### config.mk
export PLATFORM = sky130hd
export DESIGN_NAME = rec_framer
export DESIGN_NICKNAME = d
export VERILOG_FILES = /design/src/rtl/rec_frame_pkg.sv /design/src/rtl/frame_if.sv /design/src/rtl/overrange_detect.sv /design/src/rtl/frame_source.sv /design/src/rtl/rec_framer.sv
export SDC_FILE = /design/constraint.sdc
export NUM_CORES = 1
export LEC_CHECK = 0
export BUFFER_PORTS_ARGS = -buffer_cell sky130_fd_sc_hd__buf_2
export CAP_MARGIN = 10
export CORE_MARGIN = 1.5
export CORE_UTILIZATION = 30
export CTS_CLUSTER_DIAMETER = 150
export DETAILED_ROUTE_END_ITERATION = 6
export PLACE_DENSITY = 0.52
export REMOVE_ABC_BUFFERS = 1
export SLEW_MARGIN = 10
export SYNTH_ARGS = -nofsm -noshare
export SYNTH_HDL_FRONTEND = slang
export SYNTH_HIERARCHICAL = 1
export SYNTH_SLANG_ARGS = --single-unit
export TNS_END_PERCENT = 100
### constraint.sdc
create_clock -name CLK_SYS_I -period 3.2 [get_ports CLK_SYS_I]
set_clock_uncertainty 0.2 [all_clocks]
set_input_delay 0 -clock CLK_SYS_I [delete_from_list [all_inputs] [get_ports CLK_SYS_I]]
set_output_delay 0 -clock CLK_SYS_I [all_outputs]
set_load 0.02 [all_outputs]
### src/rtl/rec_frame_pkg.sv
// Purpose: Shared widths, reset values and the framer state type for the record framing bus
// Assumes: One data clock, one channel per instance
// Notes:   Sample width and parallel count are defaults of module parameters
package rec_frame_pkg;
  localparam int          CHAN_A_SAMPLE_WIDTH   = 16;
  localparam int          CHAN_A_PARALLEL_COUNT = 8;
  localparam int          GP_WIDTH              = 16;
  localparam int          USER_ID_WIDTH         = 8;
  localparam int          REC_NUM_WIDTH         = 32;
  localparam logic [31:0] REC_NUM_RESET         = 32'h0000_0000;
  localparam logic [15:0] GP_RESET              = 16'h0000;
  localparam logic [7:0]  USER_ID_RESET         = 8'h00;

  typedef enum logic [1:0] {
    ST_IDLE   = 2'b00,
    ST_OPEN   = 2'b01,
    ST_STREAM = 2'b10
  } frame_state_t;
endpackage

### src/rtl/frame_if.sv
// Purpose: Carries one qualified-rate bus beat between design modules
// Assumes: Widths match the top module parameters
// Notes:   Producer drives, consumer reads
`timescale 1ns/1ns
interface frame_if #(
  parameter int SW = 16,
  parameter int PC = 8,
  parameter int IW = 3
);
  logic [SW*PC-1:0] data;
  logic             valid;
  logic             start;
  logic             stop;
  logic [IW-1:0]    start_idx;
  logic [IW-1:0]    stop_idx;
  logic             overrange;
  modport producer (output data, valid, start, stop, start_idx, stop_idx, overrange);
  modport consumer (input data, valid, start, stop, start_idx, stop_idx, overrange);
endinterface

### src/rtl/overrange_detect.sv
// Purpose: Flags a beat in which any parallel sample sits at full scale
// Assumes: Two's complement, MSB aligned samples
// Notes:   Combinational; the top registers the flag
`timescale 1ns/1ns
module overrange_detect #(
  parameter int SW = 16,
  parameter int PC = 8
) (
  input  wire logic [SW*PC-1:0] data_i,
  output logic                  over_o
);
  logic [PC-1:0] hit;
  genvar g;
  generate
    for (g = 0; g < PC; g++) begin : g_lane
      // Saturated at most negative or most positive code
      assign hit[g] = (data_i[g*SW +: SW] == {1'b1, {(SW-1){1'b0}}}) ||
                      (data_i[g*SW +: SW] == {1'b0, {(SW-1){1'b1}}});
    end
  endgenerate
  assign over_o = |hit;
endmodule

### src/rtl/frame_source.sv
// Purpose: Presents the full-rate input as qualified beats with overrange
// Assumes: Full-rate input carries data every cycle
// Notes:   Valid follows the qualify input so beats may be dropped
`timescale 1ns/1ns
module frame_source #(
  parameter int SW = 16,
  parameter int PC = 8,
  parameter int IW = 3
) (
  input  wire logic [SW*PC-1:0] data_i,
  input  wire logic             keep_i,
  input  wire logic             start_i,
  input  wire logic             stop_i,
  input  wire logic [IW-1:0]    start_idx_i,
  input  wire logic [IW-1:0]    stop_idx_i,
  frame_if.producer             bus
);
  logic over;
  overrange_detect #(.SW(SW), .PC(PC)) u_ovr (
    .data_i (data_i),
    .over_o (over)
  );
  assign bus.data      = data_i;
  assign bus.valid     = keep_i;
  assign bus.start     = start_i;
  assign bus.stop      = stop_i;
  assign bus.start_idx = start_idx_i;
  assign bus.stop_idx  = stop_idx_i;
  assign bus.overrange = over;
endmodule

### src/rtl/rec_framer.sv
// Purpose: Second user stage framer: qualifies, checks and numbers records
// Assumes: Inputs from the same data clock, acquisition flag from control logic
// Notes:   One register stage from input to output on every output
`timescale 1ns/1ns
module rec_framer
  import rec_frame_pkg::*;
#(
  parameter int SW = CHAN_A_SAMPLE_WIDTH,
  parameter int PC = CHAN_A_PARALLEL_COUNT,
  parameter int IW = (PC > 1) ? $clog2(PC) : 1
) (
  input  wire logic                     CLK_SYS_I,
  input  wire logic                     NRST_I,
  input  wire logic                     ACQ_ACTIVE_I,
  input  wire logic [SW*PC-1:0]         DATA_I,
  input  wire logic                     KEEP_I,
  input  wire logic                     START_I,
  input  wire logic                     STOP_I,
  input  wire logic [IW-1:0]            START_IDX_I,
  input  wire logic [IW-1:0]            STOP_IDX_I,
  input  wire logic [GP_WIDTH-1:0]      GP_I,
  input  wire logic [USER_ID_WIDTH-1:0] USER_ID_I,
  output logic [SW*PC-1:0]              DATA_O,
  output logic                          VALID_O,
  output logic                          OVERRANGE_O,
  output logic [GP_WIDTH-1:0]           GP_O,
  output logic                          START_O,
  output logic                          STOP_O,
  output logic [IW-1:0]                 START_IDX_O,
  output logic [IW-1:0]                 STOP_IDX_O,
  output logic [REC_NUM_WIDTH-1:0]      REC_NUM_O,
  output logic [USER_ID_WIDTH-1:0]      USER_ID_O,
  output logic [GP_WIDTH-1:0]           HDR_GP_O,
  output logic [USER_ID_WIDTH-1:0]      HDR_USER_ID_O,
  output logic                          HDR_STROBE_O,
  output logic                          OPEN_O,
  output logic                          DROP_O
);
  typedef struct packed {
    frame_state_t               st;
    logic [SW*PC-1:0]           data;
    logic                       valid;
    logic                       over;
    logic [GP_WIDTH-1:0]        gp;
    logic                       start;
    logic                       stop;
    logic [IW-1:0]              sidx;
    logic [IW-1:0]              eidx;
    logic [REC_NUM_WIDTH-1:0]   num;
    logic [REC_NUM_WIDTH-1:0]   next_num_cnt;
    logic [USER_ID_WIDTH-1:0]   uid;
    logic [GP_WIDTH-1:0]        hdr_gp;
    logic [USER_ID_WIDTH-1:0]   hdr_uid;
    logic                       hdr_stb;
    logic                       drop;
    logic                       acq_d;
  } state_t;

  state_t cur;
  state_t next_cur;

  frame_if #(.SW(SW), .PC(PC), .IW(IW)) beat ();

  frame_source #(.SW(SW), .PC(PC), .IW(IW)) u_src (
    .data_i      (DATA_I),
    .keep_i      (KEEP_I),
    .start_i     (START_I),
    .stop_i      (STOP_I),
    .start_idx_i (START_IDX_I),
    .stop_idx_i  (STOP_IDX_I),
    .bus         (beat)
  );

  // Flag counts only on a valid beat while acquisition runs
  function automatic logic takes(input logic flag, input logic vld, input logic acq);
    return flag && vld && acq;
  endfunction

  logic acc_start;
  logic acc_stop;
  logic restart;

  always_comb begin
    acc_start = takes(beat.start, beat.valid, ACQ_ACTIVE_I);
    acc_stop  = takes(beat.stop, beat.valid, ACQ_ACTIVE_I);
    restart   = ACQ_ACTIVE_I && !cur.acq_d;
    next_cur          = cur;
    next_cur.acq_d    = ACQ_ACTIVE_I;
    next_cur.data     = beat.data;
    next_cur.valid    = beat.valid;
    next_cur.over     = beat.overrange;
    next_cur.gp       = GP_I;
    next_cur.uid      = USER_ID_I;
    next_cur.sidx     = beat.start_idx;
    next_cur.eidx     = beat.stop_idx;
    next_cur.start    = 1'b0;
    next_cur.stop     = 1'b0;
    next_cur.hdr_stb  = 1'b0;
    next_cur.drop     = 1'b0;
    if (restart) begin
      next_cur.next_num_cnt = REC_NUM_RESET;
    end
    case (cur.st)
      ST_IDLE: begin
        // Both flags together is illegal; drop the pair
        if (acc_start && acc_stop) begin
          next_cur.drop = 1'b1;
        end else if (acc_start) begin
          next_cur.start = 1'b1;
          next_cur.st    = ST_OPEN;
        end else if (acc_stop) begin
          next_cur.drop = 1'b1;
        end
      end
      ST_OPEN, ST_STREAM: begin
        // A second start inside an open record would corrupt framing
        if (acc_start) begin
          next_cur.drop = 1'b1;
        end
        if (acc_stop && !acc_start) begin
          next_cur.stop = 1'b1;
          next_cur.st   = ST_IDLE;
        end else if (beat.valid) begin
          next_cur.st = ST_STREAM;
        end
        // Acquisition stops mid record: close it without a stop pulse
        if (!ACQ_ACTIVE_I) begin
          next_cur.stop = 1'b0;
          next_cur.st   = ST_IDLE;
        end
      end
      default: begin
        next_cur.st = ST_IDLE;
      end
    endcase
    if (next_cur.start) begin
      next_cur.num      = restart ? REC_NUM_RESET : cur.next_num_cnt;
      next_cur.next_num_cnt = REC_NUM_WIDTH'((restart ? REC_NUM_RESET : cur.next_num_cnt) + 1'b1);
      next_cur.hdr_gp   = GP_I;
      next_cur.hdr_uid  = USER_ID_I;
      next_cur.hdr_stb  = 1'b1;
    end
  end

  always_ff @(posedge CLK_SYS_I or negedge NRST_I) begin
    if (!NRST_I) begin
      cur              <= '0;
      cur.st           <= ST_IDLE;
      cur.num          <= REC_NUM_RESET;
      cur.next_num_cnt <= REC_NUM_RESET;
      cur.gp           <= GP_RESET;
      cur.uid          <= USER_ID_RESET;
      cur.hdr_gp       <= GP_RESET;
      cur.hdr_uid      <= USER_ID_RESET;
    end else begin
      cur <= next_cur;
    end
  end

  // Full-rate path data always present; only valid gates it here
  assign DATA_O        = cur.data;
  assign VALID_O       = cur.valid;
  assign OVERRANGE_O   = cur.over;
  assign GP_O          = cur.gp;
  assign START_O       = cur.start;
  assign STOP_O        = cur.stop;
  assign START_IDX_O   = cur.sidx;
  assign STOP_IDX_O    = cur.eidx;
  assign REC_NUM_O     = cur.num;
  assign USER_ID_O     = cur.uid;
  assign HDR_GP_O      = cur.hdr_gp;
  assign HDR_USER_ID_O = cur.hdr_uid;
  assign HDR_STROBE_O  = cur.hdr_stb;
  assign OPEN_O        = (cur.st != ST_IDLE);
  assign DROP_O        = cur.drop;

  start_stop_excl_a: assert property (@(posedge CLK_SYS_I) disable iff (!NRST_I)
    !(START_O && STOP_O)) else $error("start and stop together");
  flags_need_valid_a: assert property (@(posedge CLK_SYS_I) disable iff (!NRST_I)
    (START_O || STOP_O) |-> VALID_O) else $error("flag without valid");
  flags_need_acq_a: assert property (@(posedge CLK_SYS_I) disable iff (!NRST_I)
    (START_O || STOP_O) |-> $past(ACQ_ACTIVE_I)) else $error("flag outside acquisition");
  stop_after_open_a: assert property (@(posedge CLK_SYS_I) disable iff (!NRST_I)
    STOP_O |-> !OPEN_O && $past(OPEN_O)) else $error("stop without open record");
  start_opens_a: assert property (@(posedge CLK_SYS_I) disable iff (!NRST_I)
    START_O |-> OPEN_O && !$past(OPEN_O)) else $error("start inside open record");
  num_step_a: assert property (@(posedge CLK_SYS_I) disable iff (!NRST_I)
    (START_O && !$rose(cur.acq_d)) |-> REC_NUM_O == cur.next_num_cnt - 1'b1)
    else $error("record number did not step");
  hdr_capture_a: assert property (@(posedge CLK_SYS_I) disable iff (!NRST_I)
    START_O |-> HDR_GP_O == $past(GP_I) && HDR_USER_ID_O == $past(USER_ID_I) && HDR_STROBE_O)
    else $error("header not captured at start");
  over_track_a: assert property (@(posedge CLK_SYS_I) disable iff (!NRST_I)
    OVERRANGE_O == $past(beat.overrange)) else $error("overrange lost");
  stream_hold_a: assert property (@(posedge CLK_SYS_I) disable iff (!NRST_I)
    (cur.st == ST_STREAM && !acc_stop && ACQ_ACTIVE_I) |=> OPEN_O || STOP_O)
    else $error("stream closed without stop");
endmodule

==> results.toml, run 1 <==
[synthesis]
synth.avg_cell_area_um2 = 11.0
async_flop_share_pct = 100
ys_types = 44
ys_ff_latch = 254
synth_edf_count = 0
synth_cells = 1031
synth_top_cells_by_area = "dfrtp_1, buf_4, nand2_1"
synth_top_area_share_pct = 55.9
seq_area_frac_synth_pct = 55.9
yosysWarnings = 6
netlist_area_um2 = 11400
synthFlopType = "dfrtp_1"
yosysTopAreaCell = "dfrtp_1"

[power]
ir_drop_mv = 0.436
p_leak_uw = 0.00730
switching_share_pct = 27.7
pwr-share-seq_pct = 43.8
p_int_uw = 5910
powerDensity_nw_per_um2 = 531
p_switching_uw = 2270
power_frac_comb_pct = 18.6
p_clk_share_pct = 37.6

[sta]
slew_headroom_pct = 52.1
finalSetupViolations = 0
finalCritPeriodShare_pct = 76.2
hold_violations = 0
fmax_mhz = 410
slew_viol_final = 0
fin_crit_ns = 2.44
holdWs_ns = 0.0223
worstMarginPinSlew_ns = 0.717
rsz0062_at_grt = "no"

[detailed_routing]
routed_wl_mm = 33.1
routedWlPerCell_um = 17.1
drc_errors = 0
first_pass_iters = 4
final_antenna_net_count = 0
drt_first_iter_violations = 292
vias = 8179
avgViaCountPerCell = 4.24

[global_routing]
grt_pass1_vias = 8931
grt_pass1_wl_mm = 50.9
gr-usage-all-layers_pct = 16.8
grt_overflow = 0
grt_start_max_net_pins = 87
grt_antenna_before_repair = 4

[job]
cap_violations = 0

[critical_path]
critPathArrivalTime_ns = 2.68
cp.required_ns = 3.44
cp-end-kind = "flip-flop"
cp-start-kind = "flip-flop"
worstSetupPathType = "reg -> reg"
rr_endpoint = "cur[55]"
reg2regPathDepth = 9
crit_fanout = 8
timing.rr.start = "cur[0]"
r2r_setup_slack_ns = 0.76

[floorplan]
fp-row-count = 71
num_io_pins = 385
dieArea_um2 = 39100
start_util_pct = 30.3
die_x_um = 198
chipHeight_um = 198
coreArea_um2 = 37500

[cts]
tritoncts = "yes"
cts.sinks = 254
h-tree-depth = 1
cts_setup_buffers = 0
cts_max_path_buffers = 3
clk_latency_ns = 0.54
post_cts_resize_count = 0
cts-root-buf = "clkbuf_16"
clk_pin_slew_worst_paths_ns = 0.06
numCtsBuffers = 28
cts_hold_buf = 320

[finish]
multi_input_area_um2 = 2240
layout-drive-gt1-share_pct = 31.6
area_delta_synth_final_pct = 35.4
fillers = 3551
seqCellArea_um2 = 6360
stdcell_count = 1931
nets = 1566

[min_path]
hold_path.class = "in -> reg"
whs_path_depth = 2
worstHoldEndpoint = "cur[0]"
min_from = "ACQ_ACTIVE_I"

[status]
status = "finished, final reports clean"

[place]
place.gp.congestion = 0.860
numPortBuffers = 384
place_inst = 1560
dp_hpwl_mm = 21.9
[cells in the final DEF, fill, tap and decap left out, types with 3 or more instances in the layout]
| cell | Yosys | layout |
|---|---|---|
| a21oi_1 | 8 | 8 |
| a31o_2 | 3 | 3 |
| and2_1 | 3 | 3 |
| and3_1 | 6 | 6 |
| and4_1 | 4 | 4 |
| buf_2 | 5 | 383 |
| buf_4 | 352 | 6 |
| clkbuf_1 | 16 | 8 |
| clkbuf_16 | 0 | 29 |
| clkbuf_8 | 0 | 7 |
| clkinv_2 | 0 | 4 |
| dfrtp_1 | 254 | 254 |
| diode_2 | 0 | 3 |
| dlygate4sd3_1 | 0 | 319 |
| ha_1 | 3 | 3 |
| inv_1 | 11 | 11 |
| nand2_1 | 142 | 142 |
| nand3_1 | 11 | 10 |
| nand4_1 | 47 | 47 |
| nand4b_1 | 8 | 8 |
| nor2_1 | 21 | 21 |
| nor3_1 | 7 | 7 |
| nor4_1 | 24 | 24 |
| nor4b_1 | 8 | 8 |
| o21ai_0 | 33 | 33 |
| o31ai_1 | 5 | 5 |
| or3_1 | 5 | 5 |
| or4_1 | 9 | 9 |
| xnor2_1 | 15 | 15 |
| xor2_1 | 7 | 7 |
[cells in the mapped netlist (2+ instances only)]
master / instances
a21oi_1: 8
a31o_2: 3
and2_1: 3
and3_1: 6
and4_1: 4
buf_2: 5
buf_4: 352
clkbuf_1: 16
dfrtp_1: 254
ha_1: 3
inv_1: 11
mux2i_1: 2
nand2_1: 142
nand2b_1: 2
nand3_1: 11
nand3_2: 2
nand3b_1: 2
nand4_1: 47
nand4b_1: 8
nor2_1: 21
nor3_1: 7
nor4_1: 24
nor4_4: 2
nor4b_1: 8
o21ai_0: 33
o31ai_1: 5
or3_1: 5
or4_1: 9
xnor2_1: 15
xor2_1: 7
[worst max path at each step]
stage / slack, ns / end / from
finish: 0.76 / cur[55] / cur[0]
CTS: 0.75 / cur[57] / cur[0]
detailed placement: 0.76 / cur[55] / cur[0]
floorplan: -0.65 / cur[37] / cur[253]
global route: 0.54 / cur[61] / cur[0]
global placement: 0.83 / cur[55] / cur[0]
[registers in the layout, summed over array words and instances, names as in the netlist]
signal,count
DATA_O,128
DROP_O,1
GP_O,16
HDR_GP_O,16
HDR_STROBE_O,1
HDR_USER_ID_O,8
OVERRANGE_O,1
REC_NUM_O,32
START_IDX_O,3
STOP_IDX_O,3
STOP_O,1
USER_ID_O,8
VALID_O,1
cur,35
[logic make-up (layout without fill, tap and decap cells)]
group                      Yosys count  count (layout)  synth area share (%)
buffers and inverters              386             772                  24.5
and+or+nand+nor                    313             313                  14.9
adders and majority gates            3               3                 0.330
DFF                                254             254                  55.9
muxes                                2               2                 0.176
xor gates and xnor gates            22              22                  1.69
other                                0               3                     0
AOI/OAI and AO/OA                   51              51                  2.51
[worst max-delay path, cell delays in order (launching register included)]
cell and delay (ns):
dfrtp_1 0.38, or2b_1 0.17, nand2_1 0.11, inv_1 0.07
ha_1 0.16, and4_1 0.29, nand4_2 0.19, nor3_4 0.41
a21oi_1 0.12, a31o_2 0.22
[power by group through the flow]
stage          Combinational, uW  Clock, uW  Sequential, uW
2_1_floorplan                236          0            3970
3_3_place_gp                1190          0            3630
3_5_place_dp                1210          0            3640
4_1_cts                     1510       3170            3580
5_1_grt                     1640       3290            3610
6_report                    1520       3070            3580
[stage by stage]
step | worst slack [ns] | instance area, um2 | total power [uW] | util, % | setup TNS, ns
after floorplan | -0.654 | 8630 | 4210 | - | -15.63
after global placement | 0.826 | 11300 | 4830 | 30.1 | 0
after detailed placement | 0.758 | 11300 | 4850 | 30.1 | 0
after CTS | 0.746 | 15400 | 8260 | 41.1 | 0
after global routing | 0.542 | 15400 | 8540 | 41.1 | 0
final | 0.761 | 15400 | 8180 | 41.1 | 0
[routing by layer]
layer	vias to the layer above	wire length, um	GRT usage (%)
met2	313	17000	30.6
li1	3816	-	-
met1	3977	12400	18.6
met4	2	1420	7.44
met3	71	2180	3.98
met5	-	12	0
[cell type report]
type | count | share of cell area [%]
sequential | 254 | 41.3
clock inverter | 4 | 0.130
tap | 511 | 4.15
timing repair buffer | 712 | 34.0
clock buffer | 44 | 5.53
multi-input combinational | 391 | 14.6
antenna | 3 | 0.0487
inverter | 12 | 0.292
(Power assumes the default switching activity.)
==> run 2, diff against run 1 <==
--- a/config.mk
+++ b/config.mk
@@ -5,13 +5,14 @@
 export SDC_FILE = /design/constraint.sdc
 export NUM_CORES = 1
 export LEC_CHECK = 0
+export ABC_AREA = 1
 export BUFFER_PORTS_ARGS = -buffer_cell sky130_fd_sc_hd__buf_2
 export CAP_MARGIN = 10
 export CORE_MARGIN = 1.5
 export CORE_UTILIZATION = 30
 export CTS_CLUSTER_DIAMETER = 150
 export DETAILED_ROUTE_END_ITERATION = 6
-export PLACE_DENSITY = 0.52
+export PLACE_DENSITY = 0.54
 export REMOVE_ABC_BUFFERS = 1
 export SLEW_MARGIN = 10
 export SYNTH_ARGS = -nofsm -noshare
==> constraint.sdc (replaced) <==
create_clock -name CLK_SYS_I -period 2 [get_ports CLK_SYS_I]
set_clock_uncertainty 0.2 [all_clocks]
set_input_delay 0 -clock CLK_SYS_I [delete_from_list [all_inputs] [get_ports CLK_SYS_I]]
set_output_delay 0 -clock CLK_SYS_I [all_outputs]
set_load 0.02 [all_outputs]
==> results.toml, run 2 <==
[status]
status = "finished, final reports clean"

[floorplan]
dieArea_um2 = 41000
num_io_pins = 385
chipHeight_um = 203
coreArea_um2 = 39000
start_util_pct = 30.6
fp-row-count = 72
die_x_um = 203

[critical_path]
crit_fanout = 5
cp-end-kind = "flip-flop"
slowest_stage = "dfrtp_1"
crit_buf_inv = 3
timing.rr.start = "cur[0]"
slowest_delay_ns = 0.36
cp.required_ns = 2.25
path_cells = "inv_2 > nand2_4 > nand2_2 > inv_2 > ha_4 > nand4_1 > nor2_8 > nand4_1 > buf_4 > xor2_1"
cp_top_family = "simple AND/OR/NAND/NOR gates"
critPathArrivalTime_ns = 2.25
crit_start = "cur[0]"
cp-start-kind = "flip-flop"
worstSetupPathType = "reg -> reg"

[sta]
rsz0062_at_grt = "yes"
fin_ws_ns = 0.00182
fin_crit_ns = 2.00
fmax_mhz = 500
worstMarginPinSlew_ns = 0.500
slew_viol_final = 0
holdWs_ns = 0.0319
slew_headroom_pct = 66.7
hold_violations = 0
finalSetupViolations = 0
finalCritPeriodShare_pct = 99.9

[cts]
tritoncts = "yes"
cts-root-buf = "clkbuf_16"
clk_latency_ns = 0.56
cts_max_path_buffers = 3
h-tree-depth = 1
cts.sinks = 254
numCtsBuffers = 29
clk_pin_slew_worst_paths_ns = 0.07

[detailed_routing]
drt_first_iter_violations = 368
first_pass_iters = 5
avgViaCountPerCell = 4.13
routedWlPerCell_um = 15.2
final_antenna_net_count = 0
routed_wl_mm = 34.0
vias = 9224
drc_errors = 0

[synthesis]
async_flop_share_pct = 100
ys_ff_latch = 254
synth.avg_cell_area_um2 = 9.25
netlist_area_um2 = 12000
synthFlopType = "dfrtp_1"
yosysMostFrequentCell = "buf_4"
synth_top_area_share_pct = 53.2
yosysTopAreaCell = "dfrtp_1"
yosysWarnings = 6
synth_top_cells_by_area = "dfrtp_1, buf_4, nand2_1"
synth_cells = 1292
seq_area_frac_synth_pct = 53.2
ys_types = 25
synth_commonest_cells = "buf_4, nand2_1, dfrtp_1"
synth_edf_count = 0

[power]
p_switching_uw = 3950
switching_share_pct = 28.3
p_leak_uw = 0.00805
pwr-share-seq_pct = 41.4
powerDensity_nw_per_um2 = 847
ir_drop_mv = 0.772
p_clk_share_pct = 39.8
p_int_uw = 9980
power_frac_comb_pct = 18.8

[global_routing]
gr-usage-all-layers_pct = 16.4
grt_start_max_net_pins = 90
grt_antenna_before_repair = 3
grt_overflow = 0
grt_pass1_wl_mm = 53.1
grt_pass1_vias = 9779

[place]
place_inst = 1851
pre_cts_slack_ns = -0.0347
dp_hpwl_mm = 21.9
numPortBuffers = 384
place.gp.congestion = 0.871

[finish]
area_delta_synth_final_pct = 37.6
stdcell_count = 2235
final_common_cell = "buf_2"
largest_register_ffs = 128
layout_common_cells = "buf_2, dlygate4sd3_1, nand2_1, dfrtp_1, nor2_1"
fillers = 3675
nets = 1861
layout-drive-gt1-share_pct = 29.3

[min_path]
hold_path.class = "in -> reg"
min_from = "KEEP_I"

[job]
cap_violations = 0
## run 2: cell count changes after synthesis, moves of 9 or more
cell | before | now
nand2_1 | 142 | 299
nor2_1 | 21 | 170
inv_1 | 11 | 69
nand4_1 | 47 | 12
nand3_1 | 11 | 38
nor4_1 | 24 | 0
or4_1 | 9 | 0
## run 2: worst reg2reg max path, cell delays in order, from the launching register on
cell and delay, ns:
dfrtp_1 0.36, inv_2 0.05, nand2_4 0.08, nand2_2 0.07
inv_2 0.06, ha_4 0.12, nand4_1 0.18, nor2_8 0.21
nand4_1 0.20, buf_4 0.22, xor2_1 0.13
## run 2: power groups by stage
stage | Combinational (uW) | Sequential [uW] | Clock (uW)
finish | 2620 | 5770 | 5540
global route | 2830 | 5820 | 5920
CTS | 2590 | 5760 | 5710
detailed placement | 2100 | 5850 | 0
global placement | 2080 | 5840 | 0
floorplan | 473 | 6400 | 0
## run 2: metal layers
layer / vias to the layer above / part of all wire (%) / GRT usage [%]
met5: - / 0.047 / 0
met4: 2 / 4.4 / 6.80
met3: 89 / 6.9 / 4.21
met2: 365 / 49 / 28.8
met1: 4366 / 39 / 18.9
li1: 4402 / - / -
## run 2: logic make-up after synthesis
kind of cell             synth area share (%)
AND/OR/NAND/NOR                          18.5
buffers and inverters                    25.0
flip-flops                               53.2
AO/OA/AOI/OAI                            1.52
XOR/XNOR                                 1.54
adder cells (fa/ha/maj)                 0.314
## run 2: path summary, 6_finish.rpt
kind	endpoint	slack [ns]	depth (start not counted)
min reg2reg	HDR_GP_O[15]	0.28	2
max reg2reg	cur[51]	0.002	10
max	cur[51]	0.002	10
max in group asynchronous	HDR_GP_O[9]	0.64	4
min in group asynchronous	HDR_GP_O[0]	0.30	3
min	VALID_O	0.03	2
## run 2: timing repair
item	CTS	global route
gates resized for setup	2	27
hold buffers	323	0
endpoints found under the setup margin	2	20
endpoints found under the hold margin	494	0
pin swaps	2	13
buffers inserted	1	6
## run 2: final cells by class
cell class / count / area (um2) / area share [%]
flip-flops and latches: 254 / 6360 / 38.7
repair buffers: 739 / 5480 / 33.3
multi-input cells: 601 / 2700 / 16.4
clock buffers: 36 / 782 / 4.76
well taps: 518 / 648 / 3.94
inverters: 69 / 259 / 1.58
clock inverters: 17 / 213 / 1.29
diodes: 1 / 2.50 / 0.0152
## run 2: metrics by stage
step / setup TNS [ns] / util [%] / power (uW) / cell area, um2
finish: 0 / 42.1 / 13900 / 16400
global route: -0.682 / 42.1 / 14600 / 16400
CTS: 0 / 41.8 / 14100 / 16300
detailed placement: -0.0347 / 30.9 / 7950 / 12100
global placement: 0 / 30.9 / 7920 / 12100
floorplan: -23.27 / - / 6870 / 9230
